===== src/hw/hsc_pkg.sv =====
/*
 * shared constants for the hot-swap channel enable control block:
 * register offsets, field positions, reset values and policy codes.
 * assumes a single 50 MHz core clock and an 8-bit register space.
 */
package hsc_pkg;
    // register offsets
    localparam logic [7:0] REG_DAC_CH1 = 8'h2e;
    localparam logic [7:0] REG_DAC_CH2 = 8'h2f;
    localparam logic [7:0] REG_RATIO = 8'h30;
    localparam logic [7:0] REG_STATUS = 8'h32;
    localparam logic [7:0] REG_RANGE = 8'h33;
    localparam logic [7:0] REG_ENABLE = 8'h3b;
    // reset values
    localparam logic [3:0] RATIO_RST = 4'hf;
    localparam logic [7:0] DAC_RST = 8'hbf;
    localparam logic [3:0] ENABLE_RST = 4'h0;
    localparam logic [3:0] RANGE_RST = 4'ha;
    // field positions
    localparam int STAT_PROT_POS = 6;
    localparam int STAT_GROUP_POS = 4;
    localparam int STAT_ON_POS = 0;
    localparam int EN_HOST_POS = 0;
    localparam int EN_HW_POS = 1;
    localparam int EN_STRIDE = 2;
    // fault-response codes
    localparam logic [1:0] PROT_ALERT = 2'h0;
    localparam logic [1:0] PROT_PGOOD = 2'h1;
    localparam logic [1:0] PROT_SHUT = 2'h2;
    // full-scale sense range codes: 25, 50, 100 mV
    localparam logic [1:0] RANGE_25MV = 2'h0;
    localparam logic [1:0] RANGE_50MV = 2'h1;
    localparam logic [1:0] RANGE_100MV = 2'h2;
    // slow = fast * factor / 256 for ratios 125, 150, 175, 200 percent
    localparam logic [7:0] SLOW_K_125 = 8'hcd;
    localparam logic [7:0] SLOW_K_150 = 8'hab;
    localparam logic [7:0] SLOW_K_175 = 8'h92;
    localparam logic [7:0] SLOW_K_200 = 8'h80;
    // serial target address, arbitrary value
    localparam logic [6:0] TARGET_ADDR = 7'h3a;
    // serial target states
    typedef enum logic [8:0] {
        HSC_IDLE = 9'h001,
        HSC_ADDR = 9'h002,
        HSC_ACKA = 9'h004,
        HSC_PTR = 9'h008,
        HSC_ACKP = 9'h010,
        HSC_WR = 9'h020,
        HSC_ACKW = 9'h040,
        HSC_RD = 9'h080,
        HSC_ACKR = 9'h100
    } hsc_state_t;
endpackage : hsc_pkg


===== src/hw/hsc_channel_ctrl.sv =====
/*
 * two-channel hot-swap enable and protection policy with its registers.
 * assumes analog comparators and straps arrive as asynchronous levels,
 * and that the host reaches the registers over the serial target.
 */
// Functional notes
// RL1 - enable vote: at least two of host, hardware, on bits
// RL2 - switch on only with supply above lockout and vote true
// RL3 - supply rise loads hardware bits from enable pin
// RL4 - host bits 0 after reset until written
// RL5 - on states read back: bit 0 ch1, bit 1 ch2
// RL6 - host writes host and hardware bits of either channel
// RL7 - grouping low: fault stops only its own channel
// RL8 - grouping high or open: a fault stops both, converter shared
// RL9 - grouping status bit reads 0 when paired
// RL10 - critical code: 00 alert, 01 drop power good, 10 shut down
// RL11 - status register: response bits 7:6, grouping bit 4, on states 1:0
// RL12 - enable register: ch1 host/hw bits 0/1, ch2 bits 2/3, rest unused
// RL13 - gate on below both trips, off when either trips
// RL14 - fast trip: 8-bit code in 25, 50 or 100 mV range
// RL15 - slow trip derived from fast via ratio, lower unless fast is 0
// RL16 - ratio register: ch1 bits 1:0, ch2 bits 3:2, reset 0x0f
// RL17 - ratio codes 00..11 mean 125, 150, 175, 200 percent
// RL18 - vote re-evaluated continuously; off once it fails
module hsc_channel_ctrl #(
    parameter int CHANNELS = 2,
    parameter logic [6:0] DEV_ADDR = hsc_pkg::TARGET_ADDR
) (
    // clock and reset
    input wire logic core_clk,
    input wire logic reset,
    input wire logic clkEnable,
    // serial host pins
    input wire logic scl,
    input wire logic sdaIn,
    output logic sdaOut,
    output logic sdaOe,
    // supply and strap pins
    input wire logic supplyAboveLockout,
    input wire logic hardwareEnablePin,
    input wire logic groupingPin,
    input wire logic [1:0] faultResponsePins,
    input wire logic [3:0] senseRangePin,
    // per-channel comparator pins
    input wire logic [1:0] onState,
    input wire logic [1:0] slowTripHit,
    input wire logic [1:0] fastTripHit,
    input wire logic [1:0] criticalUvOv,
    // channel outputs
    output logic [1:0] gateOn,
    output logic [1:0] powerGood,
    output logic [1:0] faultShutdown,
    output logic alert,
    output logic monitorShared,
    // threshold codes, lsb = 25 mV / 255
    output logic [1:0][9:0] fastTripLevel,
    output logic [1:0][9:0] slowTripLevel
);
    import hsc_pkg::*;

    localparam int PIN_W = 17;

    // slow-trip factor for a ratio select code
    function automatic logic [7:0] slowFactor(input logic [1:0] sel);
        unique case (sel)
            2'h0: slowFactor = SLOW_K_125;
            2'h1: slowFactor = SLOW_K_150;
            2'h2: slowFactor = SLOW_K_175;
            default: slowFactor = SLOW_K_200;
        endcase
    endfunction : slowFactor

    // full-scale code to left shift of the threshold code
    function automatic logic [1:0] rangeShift(input logic [1:0] code);
        unique case (code)
            RANGE_25MV: rangeShift = 2'h0;
            RANGE_50MV: rangeShift = 2'h1;
            default: rangeShift = 2'h2;
        endcase
    endfunction : rangeShift

    logic [PIN_W-1:0] pinMeta_q;
    logic [PIN_W-1:0] pinSync_q;
    logic supplyPrev_q;
    logic [3:0] enable_q;
    logic [3:0] ratio_q;
    logic [3:0] range_q;
    logic [1:0][7:0] dac_q;
    logic [1:0] fault_q;
    logic [1:0] gate_q;
    logic [1:0] pgood_q;
    logic alert_q;
    logic [1:0][9:0] fast_q;
    logic [1:0][9:0] slow_q;
    logic [7:0] regAddr;
    logic [7:0] rdData;
    logic wrStb;
    logic [7:0] wrAddr;
    logic [7:0] wrData;

    // serial target for host register access
    hsc_i2c_target #(
        .DEV_ADDR(DEV_ADDR)
    ) u_target (.*);

    // two-flop synchroniser for every asynchronous pin
    always_ff @(posedge core_clk) begin
        if (reset) begin
            pinMeta_q <= '0;
            pinSync_q <= '0;
        end else if (clkEnable) begin
            pinMeta_q <= {supplyAboveLockout, hardwareEnablePin, groupingPin,
                          faultResponsePins, senseRangePin, onState,
                          slowTripHit, fastTripHit, criticalUvOv};
            pinSync_q <= pinMeta_q;
        end
    end

    // synchronised pin fields
    wire supplyOk = pinSync_q[16];
    wire hwEnLevel = pinSync_q[15];
    wire paired = pinSync_q[14];
    wire [1:0] protCode = pinSync_q[13:12];
    wire [3:0] rangePins = pinSync_q[11:8];
    wire [1:0] onSync = pinSync_q[7:6];
    wire [1:0] slowSync = pinSync_q[5:4];
    wire [1:0] fastSync = pinSync_q[3:2];
    wire [1:0] critSync = pinSync_q[1:0];
    wire supplyRise = supplyOk & ~supplyPrev_q;

    // register write decode
    wire wrEnable = wrStb & (wrAddr == REG_ENABLE);
    wire wrRatio = wrStb & (wrAddr == REG_RATIO);
    wire wrRange = wrStb & (wrAddr == REG_RANGE);
    wire [1:0] wrDac = {wrStb & (wrAddr == REG_DAC_CH2), wrStb & (wrAddr == REG_DAC_CH1)};

    // fault policy decode from the response code
    wire critDropsPg = (protCode != PROT_ALERT); // see RL10
    wire critShuts = protCode[1]; // see RL10

    // status read value
    wire [7:0] statusValue = {protCode, 1'b0, ~paired, 2'b00, onSync}; // see RL5, RL9, RL11

    // read mux; unmapped offsets read zero
    assign rdData = (regAddr == REG_STATUS) ? statusValue :
                    (regAddr == REG_ENABLE) ? {4'h0, enable_q} :
                    (regAddr == REG_RATIO) ? {4'h0, ratio_q} :
                    (regAddr == REG_RANGE) ? {4'h0, range_q} :
                    (regAddr == REG_DAC_CH1) ? dac_q[0] :
                    (regAddr == REG_DAC_CH2) ? dac_q[1] : 8'h00;

    // supply edge tracking for the hardware enable seed
    always_ff @(posedge core_clk) begin
        if (reset) begin
            supplyPrev_q <= 1'b0;
        end else if (clkEnable) begin
            supplyPrev_q <= supplyOk;
        end
    end

    // enable bits: host writes, hardware bits reseeded on supply rise
    always_ff @(posedge core_clk) begin
        if (reset) begin
            enable_q <= ENABLE_RST; // see RL4
        end else if (clkEnable) begin
            if (wrEnable) begin
                enable_q <= wrData[3:0]; // see RL6, RL12
            end
            if (supplyRise) begin
                enable_q[EN_HW_POS] <= hwEnLevel; // see RL3
                enable_q[EN_HW_POS + EN_STRIDE] <= hwEnLevel; // see RL3
            end
        end
    end

    // ratio, sense range and threshold code registers
    always_ff @(posedge core_clk) begin
        if (reset) begin
            ratio_q <= RATIO_RST; // see RL16, RL17
            range_q <= RANGE_RST;
            dac_q <= {DAC_RST, DAC_RST};
        end else if (clkEnable) begin
            if (wrRatio) begin
                ratio_q <= wrData[3:0]; // see RL16
            end
            if (supplyRise) begin
                range_q <= rangePins;
            end else if (wrRange) begin
                range_q <= wrData[3:0];
            end
            if (wrDac[0]) begin
                dac_q[0] <= wrData;
            end
            if (wrDac[1]) begin
                dac_q[1] <= wrData;
            end
        end
    end

    // per-channel decisions
    logic [1:0] vote;
    logic [1:0] tripNow;
    logic [1:0] ownShut;
    logic [1:0] faultSet;
    logic [1:0] faultClr;
    logic [1:0] faultNext;
    logic [1:0][9:0] fastCalc;
    logic [1:0][17:0] slowProd;

    genvar ch;
    generate
        for (ch = 0; ch < CHANNELS; ch = ch + 1) begin : g_chan
            wire hostBit = enable_q[EN_HOST_POS + EN_STRIDE * ch];
            wire hwBit = enable_q[EN_HW_POS + EN_STRIDE * ch];
            // two-of-three majority vote
            assign vote[ch] = (hostBit & hwBit) | (hostBit & onSync[ch]) | (hwBit & onSync[ch]); // see RL1
            // either comparator over its threshold
            assign tripNow[ch] = slowSync[ch] | fastSync[ch]; // see RL13
            assign ownShut[ch] = tripNow[ch] | (critSync[ch] & critShuts); // see RL10
            // a grouped pair shares every shutdown
            assign faultSet[ch] = paired ? (|ownShut) : ownShut[ch]; // see RL7, RL8
            // dropping the vote or supply rearms the channel
            assign faultClr[ch] = ~vote[ch] | ~supplyOk; // see RL18
            // a new shutdown wins over a clear in the same cycle
            assign faultNext[ch] = faultSet[ch] | (fault_q[ch] & ~faultClr[ch]);
            // threshold scaling into the selected full-scale range
            assign fastCalc[ch] = {2'b00, dac_q[ch]} << rangeShift(range_q[2*ch +: 2]); // see RL14
            assign slowProd[ch] = fastCalc[ch] * slowFactor(ratio_q[2*ch +: 2]); // see RL15, RL17
        end
    endgenerate

    // fault latches and gate drive
    always_ff @(posedge core_clk) begin
        if (reset) begin
            fault_q <= 2'b00;
            gate_q <= 2'b00;
            pgood_q <= 2'b00;
            alert_q <= 1'b0;
        end else if (clkEnable) begin
            fault_q <= faultNext;
            gate_q <= {2{supplyOk}} & vote & ~faultNext; // see RL2, RL13, RL18
            pgood_q <= {2{supplyOk}} & vote & ~faultNext & ~(critSync & {2{critDropsPg}}); // see RL10
            alert_q <= |critSync; // see RL10
        end
    end

    // registered threshold codes; the factor is below 256 so slow stays under any nonzero fast
    always_ff @(posedge core_clk) begin
        if (reset) begin
            fast_q <= '0;
            slow_q <= '0;
        end else if (clkEnable) begin
            fast_q <= fastCalc; // see RL14
            slow_q <= {slowProd[1][17:8], slowProd[0][17:8]}; // see RL15
        end
    end

    // output drive
    assign gateOn = gate_q;
    assign powerGood = pgood_q;
    assign faultShutdown = fault_q;
    assign alert = alert_q;
    assign monitorShared = paired; // see RL8
    assign fastTripLevel = fast_q;
    assign slowTripLevel = slow_q;
endmodule : hsc_channel_ctrl


===== src/hw/hsc_i2c_target.sv =====
/*
 * byte-wide two-wire serial target: device address, register pointer,
 * auto-incrementing writes and reads.
 * assumes scl and sda come from pins; both pass two flip-flops here.
 */
module hsc_i2c_target #(
    parameter logic [6:0] DEV_ADDR = hsc_pkg::TARGET_ADDR
) (
    // clock and reset
    input wire logic core_clk,
    input wire logic reset,
    input wire logic clkEnable,
    // serial pins
    input wire logic scl,
    input wire logic sdaIn,
    output logic sdaOut,
    output logic sdaOe,
    // register side
    output logic [7:0] regAddr,
    input wire logic [7:0] rdData,
    output logic wrStb,
    output logic [7:0] wrAddr,
    output logic [7:0] wrData
);
    import hsc_pkg::*;

    hsc_state_t st_q;
    logic [1:0] sclSync_q;
    logic [1:0] sdaSync_q;
    logic sclPrev_q;
    logic sdaPrev_q;
    logic [2:0] cnt_q;
    logic [7:0] sh_q;
    logic [7:0] ptr_q;
    logic rdMode_q;
    logic seen_q;
    logic oe_q;
    logic wrStb_q;
    logic [7:0] wrAddr_q;
    logic [7:0] wrData_q;

    // bus condition decode on the synchronised lines
    wire sclS = sclSync_q[1];
    wire sdaS = sdaSync_q[1];
    wire sclRise = sclS & ~sclPrev_q;
    wire sclFall = ~sclS & sclPrev_q;
    wire startCond = sclS & sclPrev_q & sdaPrev_q & ~sdaS;
    wire stopCond = sclS & sclPrev_q & ~sdaPrev_q & sdaS;
    wire lastBit = (cnt_q == 3'h7);

    // two-flop synchronisers, then one edge-detect stage
    always_ff @(posedge core_clk) begin
        if (reset) begin
            sclSync_q <= 2'h3;
            sdaSync_q <= 2'h3;
            sclPrev_q <= 1'b1;
            sdaPrev_q <= 1'b1;
        end else if (clkEnable) begin
            sclSync_q <= {sclSync_q[0], scl};
            sdaSync_q <= {sdaSync_q[0], sdaIn};
            sclPrev_q <= sclS;
            sdaPrev_q <= sdaS;
        end
    end

    // protocol sequencer; data changes only after scl falls
    always_ff @(posedge core_clk) begin
        if (reset) begin
            st_q <= HSC_IDLE;
            cnt_q <= 3'h0;
            sh_q <= 8'h00;
            ptr_q <= 8'h00;
            rdMode_q <= 1'b0;
            seen_q <= 1'b0;
            oe_q <= 1'b0;
            wrStb_q <= 1'b0;
            wrAddr_q <= 8'h00;
            wrData_q <= 8'h00;
        end else if (clkEnable) begin
            wrStb_q <= 1'b0;
            if (startCond) begin
                st_q <= HSC_ADDR;
                cnt_q <= 3'h0;
                seen_q <= 1'b0; // the scl fall closing the start is no data bit
                oe_q <= 1'b0;
            end else if (stopCond) begin
                st_q <= HSC_IDLE;
                oe_q <= 1'b0;
            end else begin
                unique case (st_q)
                    HSC_IDLE: begin
                        oe_q <= 1'b0;
                    end
                    HSC_ADDR, HSC_PTR, HSC_WR: begin
                        if (sclRise) begin
                            sh_q <= {sh_q[6:0], sdaS};
                            seen_q <= 1'b1;
                        end
                        if (sclFall && seen_q) begin
                            cnt_q <= cnt_q + 3'h1;
                            if (lastBit && st_q == HSC_ADDR) begin
                                rdMode_q <= sh_q[0];
                                oe_q <= (sh_q[7:1] == DEV_ADDR);
                                st_q <= (sh_q[7:1] == DEV_ADDR) ? HSC_ACKA : HSC_IDLE;
                            end else if (lastBit && st_q == HSC_PTR) begin
                                ptr_q <= sh_q;
                                oe_q <= 1'b1;
                                st_q <= HSC_ACKP;
                            end else if (lastBit) begin
                                wrStb_q <= 1'b1;
                                wrAddr_q <= ptr_q;
                                wrData_q <= sh_q;
                                ptr_q <= ptr_q + 8'h01;
                                oe_q <= 1'b1;
                                st_q <= HSC_ACKW;
                            end
                        end
                    end
                    HSC_ACKA, HSC_ACKR: begin
                        if (sclRise && st_q == HSC_ACKR && sdaS) begin
                            st_q <= HSC_IDLE;
                        end else if (sclFall && (rdMode_q || st_q == HSC_ACKR)) begin
                            sh_q <= rdData;
                            oe_q <= ~rdData[7];
                            ptr_q <= ptr_q + 8'h01;
                            cnt_q <= 3'h0;
                            st_q <= HSC_RD;
                        end else if (sclFall) begin
                            oe_q <= 1'b0;
                            cnt_q <= 3'h0;
                            st_q <= HSC_PTR;
                        end
                    end
                    HSC_ACKP, HSC_ACKW: begin
                        if (sclFall) begin
                            oe_q <= 1'b0;
                            cnt_q <= 3'h0;
                            st_q <= HSC_WR;
                        end
                    end
                    HSC_RD: begin
                        if (sclFall) begin
                            cnt_q <= cnt_q + 3'h1;
                            sh_q <= {sh_q[6:0], 1'b0};
                            oe_q <= lastBit ? 1'b0 : ~sh_q[6];
                            if (lastBit) begin
                                st_q <= HSC_ACKR;
                            end
                        end
                    end
                endcase
            end
        end
    end

    // open-drain drive: the line is only ever pulled low
    assign sdaOut = 1'b0;
    assign sdaOe = oe_q;
    assign regAddr = ptr_q;
    assign wrStb = wrStb_q;
    assign wrAddr = wrAddr_q;
    assign wrData = wrData_q;
endmodule : hsc_i2c_target


===== config.mk =====
export PLATFORM = sky130hd
export DESIGN_NAME = hsc_channel_ctrl
export DESIGN_NICKNAME = d
export VERILOG_FILES = /design/src/hw/hsc_pkg.sv /design/src/hw/hsc_channel_ctrl.sv /design/src/hw/hsc_i2c_target.sv
export SDC_FILE = /design/constraint.sdc
export NUM_CORES = 1
export LEC_CHECK = 0
export BUFFER_PORTS_ARGS = -buffer_cell sky130_fd_sc_hd__clkbuf_2
export CELL_PAD_IN_SITES_DETAIL_PLACEMENT = 0
export CELL_PAD_IN_SITES_GLOBAL_PLACEMENT = 2
export CORE_AREA = 3 3 174 176
export CTS_CLUSTER_SIZE = 25
export DETAILED_ROUTE_END_ITERATION = 6
export DIE_AREA = 0 0 177 179
export HOLD_SLACK_MARGIN = 0.08
export PLACE_DENSITY_LB_ADDON = 0.2
export SYNTH_ARGS = -nofsm -noshare
export SYNTH_HDL_FRONTEND = slang
export SYNTH_SLANG_ARGS = --single-unit

===== constraint.sdc =====
create_clock -name core_clk -period 13.11 [get_ports core_clk]
set_clock_uncertainty 0.1 [all_clocks]
set_input_delay 3.933 -clock core_clk [delete_from_list [all_inputs] [get_ports core_clk]]
set_output_delay 3.933 -clock core_clk [all_outputs]
set_load 0.02 [all_outputs]

### Word-level counts from Yosys, hierarchy flattened

Cells that the tools add are included.

| word-level totals | value |
|---|---|
| register bits | 164 |
| input port bits | 22 |
| word-level logic and storage cells | 254 |
| output and inout port bits | 50 |

| cells by class | value |
|---|---|
| bitwise operators | 58 |
| mux-type cells | 74 |
| add/sub/neg operators | 2 |
| shift-type cells | 2 |
| $mul | 2 |
| reduce and logical (&&, ||, !) cells | 39 |
| equal/unequal tests | 46 |

Operators by type and width:

| kind | count |
|---|---|
| two-way mux 8 bit | 16 |
| two-way mux 9 bit | 12 |
| == test 8 x 6 -> 1 bit, second input constant | 11 |
| one-hot mux 7 bit (3 select lines) | 2 |
| multiplier 10 x 8 -> 18 bit | 2 |
| one-hot mux 9 bit (4 select lines) | 1 |
| two-way mux 1 bit | 26 |
| two-way mux 3 bit | 8 |
| one-hot mux 8 bit (3 select lines) | 1 |
| AND reduction 8 bit | 3 |
| AND 1 bit | 23 |
| left shift 8 x 2 -> 10 bit | 2 |
| inverter 1 bit | 17 |
| inequality test 4 x 1 -> 1 bit, second input constant | 4 |
| one-hot mux 8 bit (2 select lines) | 1 |
| two-way mux 4 bit | 3 |
| inequality test 6 x 1 -> 1 bit, second input constant | 2 |
| bitwise OR 1 bit | 12 |
| one-hot mux 3 bit (4 select lines) | 1 |
| AND reduction 2 bit | 6 |
| AND reduction 6 bit | 2 |
| nonzero test 2 bit | 6 |
| inequality test 2 x 1 -> 1 bit, second input constant | 5 |
| == test 9 x 1 -> 1 bit, second input constant | 1 |
| 33 further kinds | 56 |

### Logic depth before layout (Yosys ltp)

| logic depth | value |
|---|---|
| depth after elaboration | 13 |
| depth in mapped cells | 22 |
| depth with buffers taken out | 22 |

### Cells and area by module

Synthesis repeated with hierarchy kept, for this count alone.

| second synthesis, totals | value |
|---|---|
| cells, all modules | 1519 |
| area, all modules | 12729.7 um^2 |

Modules (own cells, without submodules):

| module | area an instance (um^2) | sequential area each (um^2) | cells an instance | instances |
|---|---|---|---|---|
| hsc_channel_ctrl | 9789.4 | 2202.1 | 1142 | 1 |
| hsc_i2c_target | 2940.3 | 1081.0 | 377 | 1 |

### Least setup slack after synthesis

OpenSTA, ideal clock, no wires.

| timing | value |
|---|---|
| path type | input port to flip-flop |
| from | input port clkEnable |
| to | register fast_q (netlist bit fastTripLevel[5]) |
| setup time | 0.128 ns |
| data arrival time | 5.350 ns |
| required time | 12.882 ns |
| slack | 7.533 ns |
| path buffers | 4 |
| stages | 6 |
| cell sequence | buf_2 -> clkbuf_1 -> clkbuf_1 -> buf_1 -> mux2i_1 -> nor2_1 |

RTL lines:

| element | RTL line | source |
|---|---|---|
| start: declaration | hsc_channel_ctrl.sv:32 | `input wire logic clkEnable,` |
| end signal: assignment | hsc_channel_ctrl.sv:253 | `fast_q <= fastCalc;` |
| end: declaration | hsc_channel_ctrl.sv:93 | `logic [1:0][9:0] fast_q;` |

### Worst setup path after layout

| timing | value |
|---|---|
| from | input port clkEnable |
| to | register dac_q[0] (netlist name) |

| on the way | value |
|---|---|
| word-level cells in the longest chain between the ends | 1 |

Ends and longest elaborated chain:

| element | RTL line | source |
|---|---|---|
| AND reduction 2 bit (no line) | -- |  |
| end signal: assignment | hsc_channel_ctrl.sv:181 | `dac_q <= {DAC_RST, DAC_RST};` |
| end: declaration | hsc_channel_ctrl.sv:88 | `logic [1:0][7:0] dac_q;` |

Every way passes these cells.
A chain may end at the register's enable or synchronous reset.

==> impl_metrics.env <==
export IMPL_run_status="complete, no violations"
export IMPL_final_net_count=1622
export IMPL_global_route_usage_total_pct=19.2
export IMPL_ant_nets=0
export IMPL_cts_resized=0
export IMPL_setup_violations=0
export IMPL_synth_distinct_cells=71
export IMPL_start_util_pct=42.1
export IMPL_final_design_area_no_fill_um2=13300
export IMPL_drc_errors=0
export IMPL_clock_latency_ns=0.43
export IMPL_final_core_util_pct=46.3
export IMPL_crit_reg2reg_capture="slowTripLevel[19]$_SDFFE_PP0P_"
export IMPL_max_stage_delay_ns=0.88
export IMPL_postRouteWirelength_um=29000
export IMPL_totalNegativeSetupSlack_ns=0
export IMPL_n_fill_cell=2842
export IMPL_synthesis_nets=1591
export IMPL_viasPerCell=5.11
export IMPL_worst_r2r_setup_slack_ns=6.92
export IMPL_rsz0062_at_grt="no"
export IMPL_worst_slew_pin_transition_ns=0.999
export IMPL_cts_tree="built"
export IMPL_rows=62
export IMPL_layout_cells_most_common_list="175 x sky130_fd_sc_hd__inv_1, 164 x sky130_fd_sc_hd__dfxtp_1, 157 x sky130_fd_sc_hd__nor2_1"
export IMPL_port_buffers=70
export IMPL_cp_top_family="buffers and inverters"
export IMPL_cap_violations=0
export IMPL_cp_end_kind="flop"
export IMPL_layout_cells_most_common="sky130_fd_sc_hd__inv_1"
export IMPL_slowest_stage="sky130_fd_sc_hd__buf_4"
export IMPL_standard_cell_core_area_um2=28800
export IMPL_detail_route_wl_per_cell_um=15.9
export IMPL_final_hold_viol_count=0
export IMPL_final_max_slew_viol_count=0
export IMPL_antenna_cells_inserted=0
export IMPL_max_freq_mhz=154
export IMPL_cts_buffers_inserted=17
export IMPL_global_route_overflow_total=0
export IMPL_hp_class="reg -> reg"
export IMPL_r2r_worst_path_cells=17
export IMPL_instances_no_fill=1819
export IMPL_grt_max_degree=93
export IMPL_register_area_um2=3280
export IMPL_criticalPathCategory="in -> reg"
export IMPL_timing_critical_path_mode_cell="sky130_fd_sc_hd__buf_4"
export IMPL_num_vias=9286
export IMPL_worstPathRequired_ns=13.32
export IMPL_cts_htree_levels=4
export IMPL_cts_clk_slew_worst_paths_ns=0.07
export IMPL_start_kind="input port"
export IMPL_hold_path_startpoint="slowTripLevel[6]$_SDFFE_PP0P_"
export IMPL_antenna_found_initial=0
export IMPL_post_place_cells=1788
export IMPL_via_count_of_the_first_global_routing_pass=9309
export IMPL_clock_tree_buffer_depth=2
export IMPL_period_minus_slack_ns=6.49
export IMPL_globalplace_congestion=0.786
export IMPL_critical_path_arrival_ns=6.69
export IMPL_cts_sinks=164
export IMPL_die_area_um2=31700
export IMPL_p_leak_nw=6.15
export IMPL_syn2layout_area_growth_pct=9.95
export IMPL_dpl_instance_area_um2=12800
export IMPL_critical_path_buf_inv_count=2
export IMPL_fin_crit_sh_pct=49.5
export IMPL_clock_tree_root_cell="sky130_fd_sc_hd__clkbuf_16"
export IMPL_detailedRoute_firstPassIterationCount=4
export IMPL_dpl_hpwl_um=21600
export IMPL_drt_iter0_markers=500
export IMPL_powerDensity_nw_per_um2=83.6
export IMPL_ir_worst_vdd_mv=0.0741
export IMPL_min_path_cells=2
export IMPL_grt_pass1_wl_um=49200
export IMPL_slew_headroom_pct=33.4
export IMPL_r2r_start="range_q[2]$_SDFFE_PP0P_"
export IMPL_synth_seq_area_share_pct=27.1
export IMPL_timing_hold_ws_ns=0.359
export IMPL_yosys_area_top_type="sky130_fd_sc_hd__dfxtp_1"
export IMPL_synth_cell_area_um2=12100
export IMPL_synth_warnings=0
export IMPL_cp_max_fo=63
export IMPL_whs_endpoint="slowTripLevel[6]$_SDFFE_PP0P_"
export IMPL_synth_enable_flop_cells=0
export IMPL_syn_area_per_cell_um2=8.71
export IMPL_io_pin_count=72
export IMPL_cts_hold_buffers_added=0
export IMPL_timing_critical_path_cells="buf_4 -> buf_4 -> nand3b_1 -> nor2_1 -> nor2b_1 -> a211o_1"
export IMPL_multi_input_comb_area_um2=7930
export IMPL_post_route_cells_drive_above_1_share_pct=9.13
export IMPL_post_synth_main_area_contributors="sky130_fd_sc_hd__dfxtp_1 27%, sky130_fd_sc_hd__fa_1 15%, sky130_fd_sc_hd__mux2i_1 9.1%"
export IMPL_synth_async_reset_ratio_pct=0
export IMPL_postCtsSetupRepairBufs=0
export IMPL_die_w_um=177
export IMPL_fp_dieH_um=179
export IMPL_synth_ff_type="sky130_fd_sc_hd__dfxtp_1"
export IMPL_synthDominantCellAreaShare_pct=27.1
export IMPL_ys_seq_elements=164
export IMPL_syn_instance_count=1392
[worst max path at each step]
| stage | start | to | slack, ns | depth (start not counted) |
|---|---|---|---|---|
| floorplan | clkEnable | fastTripLevel[5]$_SDFFE_PP0P_ | 7.53 | 6 |
| global placement | clkEnable | dac_q[3]$_SDFFE_PP1P_ | 6.27 | 6 |
| detailed placement | clkEnable | dac_q[0]$_SDFFE_PP1P_ | 6.21 | 6 |
| CTS | clkEnable | dac_q[0]$_SDFFE_PP1P_ | 6.66 | 6 |
| global route | clkEnable | dac_q[0]$_SDFFE_PP1P_ | 6.32 | 6 |
| finish | clkEnable | dac_q[0]$_SDFFE_PP1P_ | 6.62 | 6 |
[worst reg2reg max path: stages (launching register included)]
cell and delay (ns):
sky130_fd_sc_hd__dfxtp_1 0.72, sky130_fd_sc_hd__nand2_1 0.11, sky130_fd_sc_hd__a21oi_1 0.69, sky130_fd_sc_hd__nand2_1 0.17, sky130_fd_sc_hd__fa_1 0.44, sky130_fd_sc_hd__fa_1 0.49
sky130_fd_sc_hd__fa_1 0.54, sky130_fd_sc_hd__inv_1 0.05, sky130_fd_sc_hd__fa_1 0.43, sky130_fd_sc_hd__ha_1 0.29, sky130_fd_sc_hd__and4_1 0.18, sky130_fd_sc_hd__and4_1 0.21
sky130_fd_sc_hd__a311oi_1 0.50, sky130_fd_sc_hd__o21ai_1 0.22, sky130_fd_sc_hd__a21oi_1 0.44, sky130_fd_sc_hd__o21ai_1 0.16, sky130_fd_sc_hd__xnor2_1 0.15, sky130_fd_sc_hd__a211oi_1 0.21
[logic make-up (layout without fill, tap and decap cells)]
family	after synthesis	count (layout)	share of synthesized area, %
XOR/XNOR	24	24	1.73
multiplexers	111	111	9.18
AND/OR/NAND/NOR	471	471	19.0
AO/OA/AOI/OAI	202	202	11.2
flip-flops	164	164	27.1
other	1	1	0.0309
adder cells (fa/ha/maj)	179	179	24.1
buffers and inverters	240	283	7.57
[metrics by stage]
step / setup WS, ns / power [mW]
after floorplan: 7.53 / 0.600
after global placement: 6.27 / 0.627
after detailed placement: 6.21 / 0.628
after CTS: 6.66 / 1.13
after global routing: 6.32 / 1.16
final: 6.62 / 1.11
[routing by layer]
metal	track usage (%)	wire, um
met5	0	0
met4	3.67	296
met3	2.75	704
met2	32.1	13600
met1	26.8	14300
[flip-flops by register name, indices dropped and copies added, names as in the netlist, 2 cells and up]
name	cells
slowTripLevel	20
range_q	4
faultShutdown	2
u_target.sdaSync_q	2
powerGood	2
u_target.wrAddr	8
u_target.cnt_q	3
enable_q	4
gateOn	2
pinMeta_q	17
ratio_q	4
u_target.sh_q	8
u_target.regAddr	8
u_target.st_q	9
u_target.wrData	8
u_target.sclSync_q	2
fastTripLevel	20
pinSync_q	17
dac_q	16
[layout make-up]
type                    count  share of cell area [%]
clock inverters            13                   0.986
flip-flops and latches    164                    24.6
repair buffers             76                    3.00
inverters                 176                    4.96
clock buffers              18                    3.30
well taps                 384                    3.61
multi-input cells         988                    59.5
[where the power goes]
part	internal [mW]	total [mW]	switching, mW
clock network	0.272	0.499	0.227
registers	0.513	0.526	0.0122
logic	0.0328	0.0891	0.0563
[synthesized netlist by cell type (14+ instances only)]
cell	n
sky130_fd_sc_hd__mux2i_1	110
sky130_fd_sc_hd__nand3_1	20
sky130_fd_sc_hd__and2_1	58
sky130_fd_sc_hd__nor2b_1	29
sky130_fd_sc_hd__nand2_1	125
sky130_fd_sc_hd__a21oi_1	54
sky130_fd_sc_hd__fa_1	92
sky130_fd_sc_hd__a211o_1	31
sky130_fd_sc_hd__nor3_1	17
sky130_fd_sc_hd__xnor2_1	14
sky130_fd_sc_hd__nor2_1	157
sky130_fd_sc_hd__o21ai_0	23
sky130_fd_sc_hd__dfxtp_1	164
sky130_fd_sc_hd__clkbuf_1	44
sky130_fd_sc_hd__o21ai_1	25
sky130_fd_sc_hd__ha_1	85
sky130_fd_sc_hd__inv_1	175
Power figures use the tool's default switching activity.
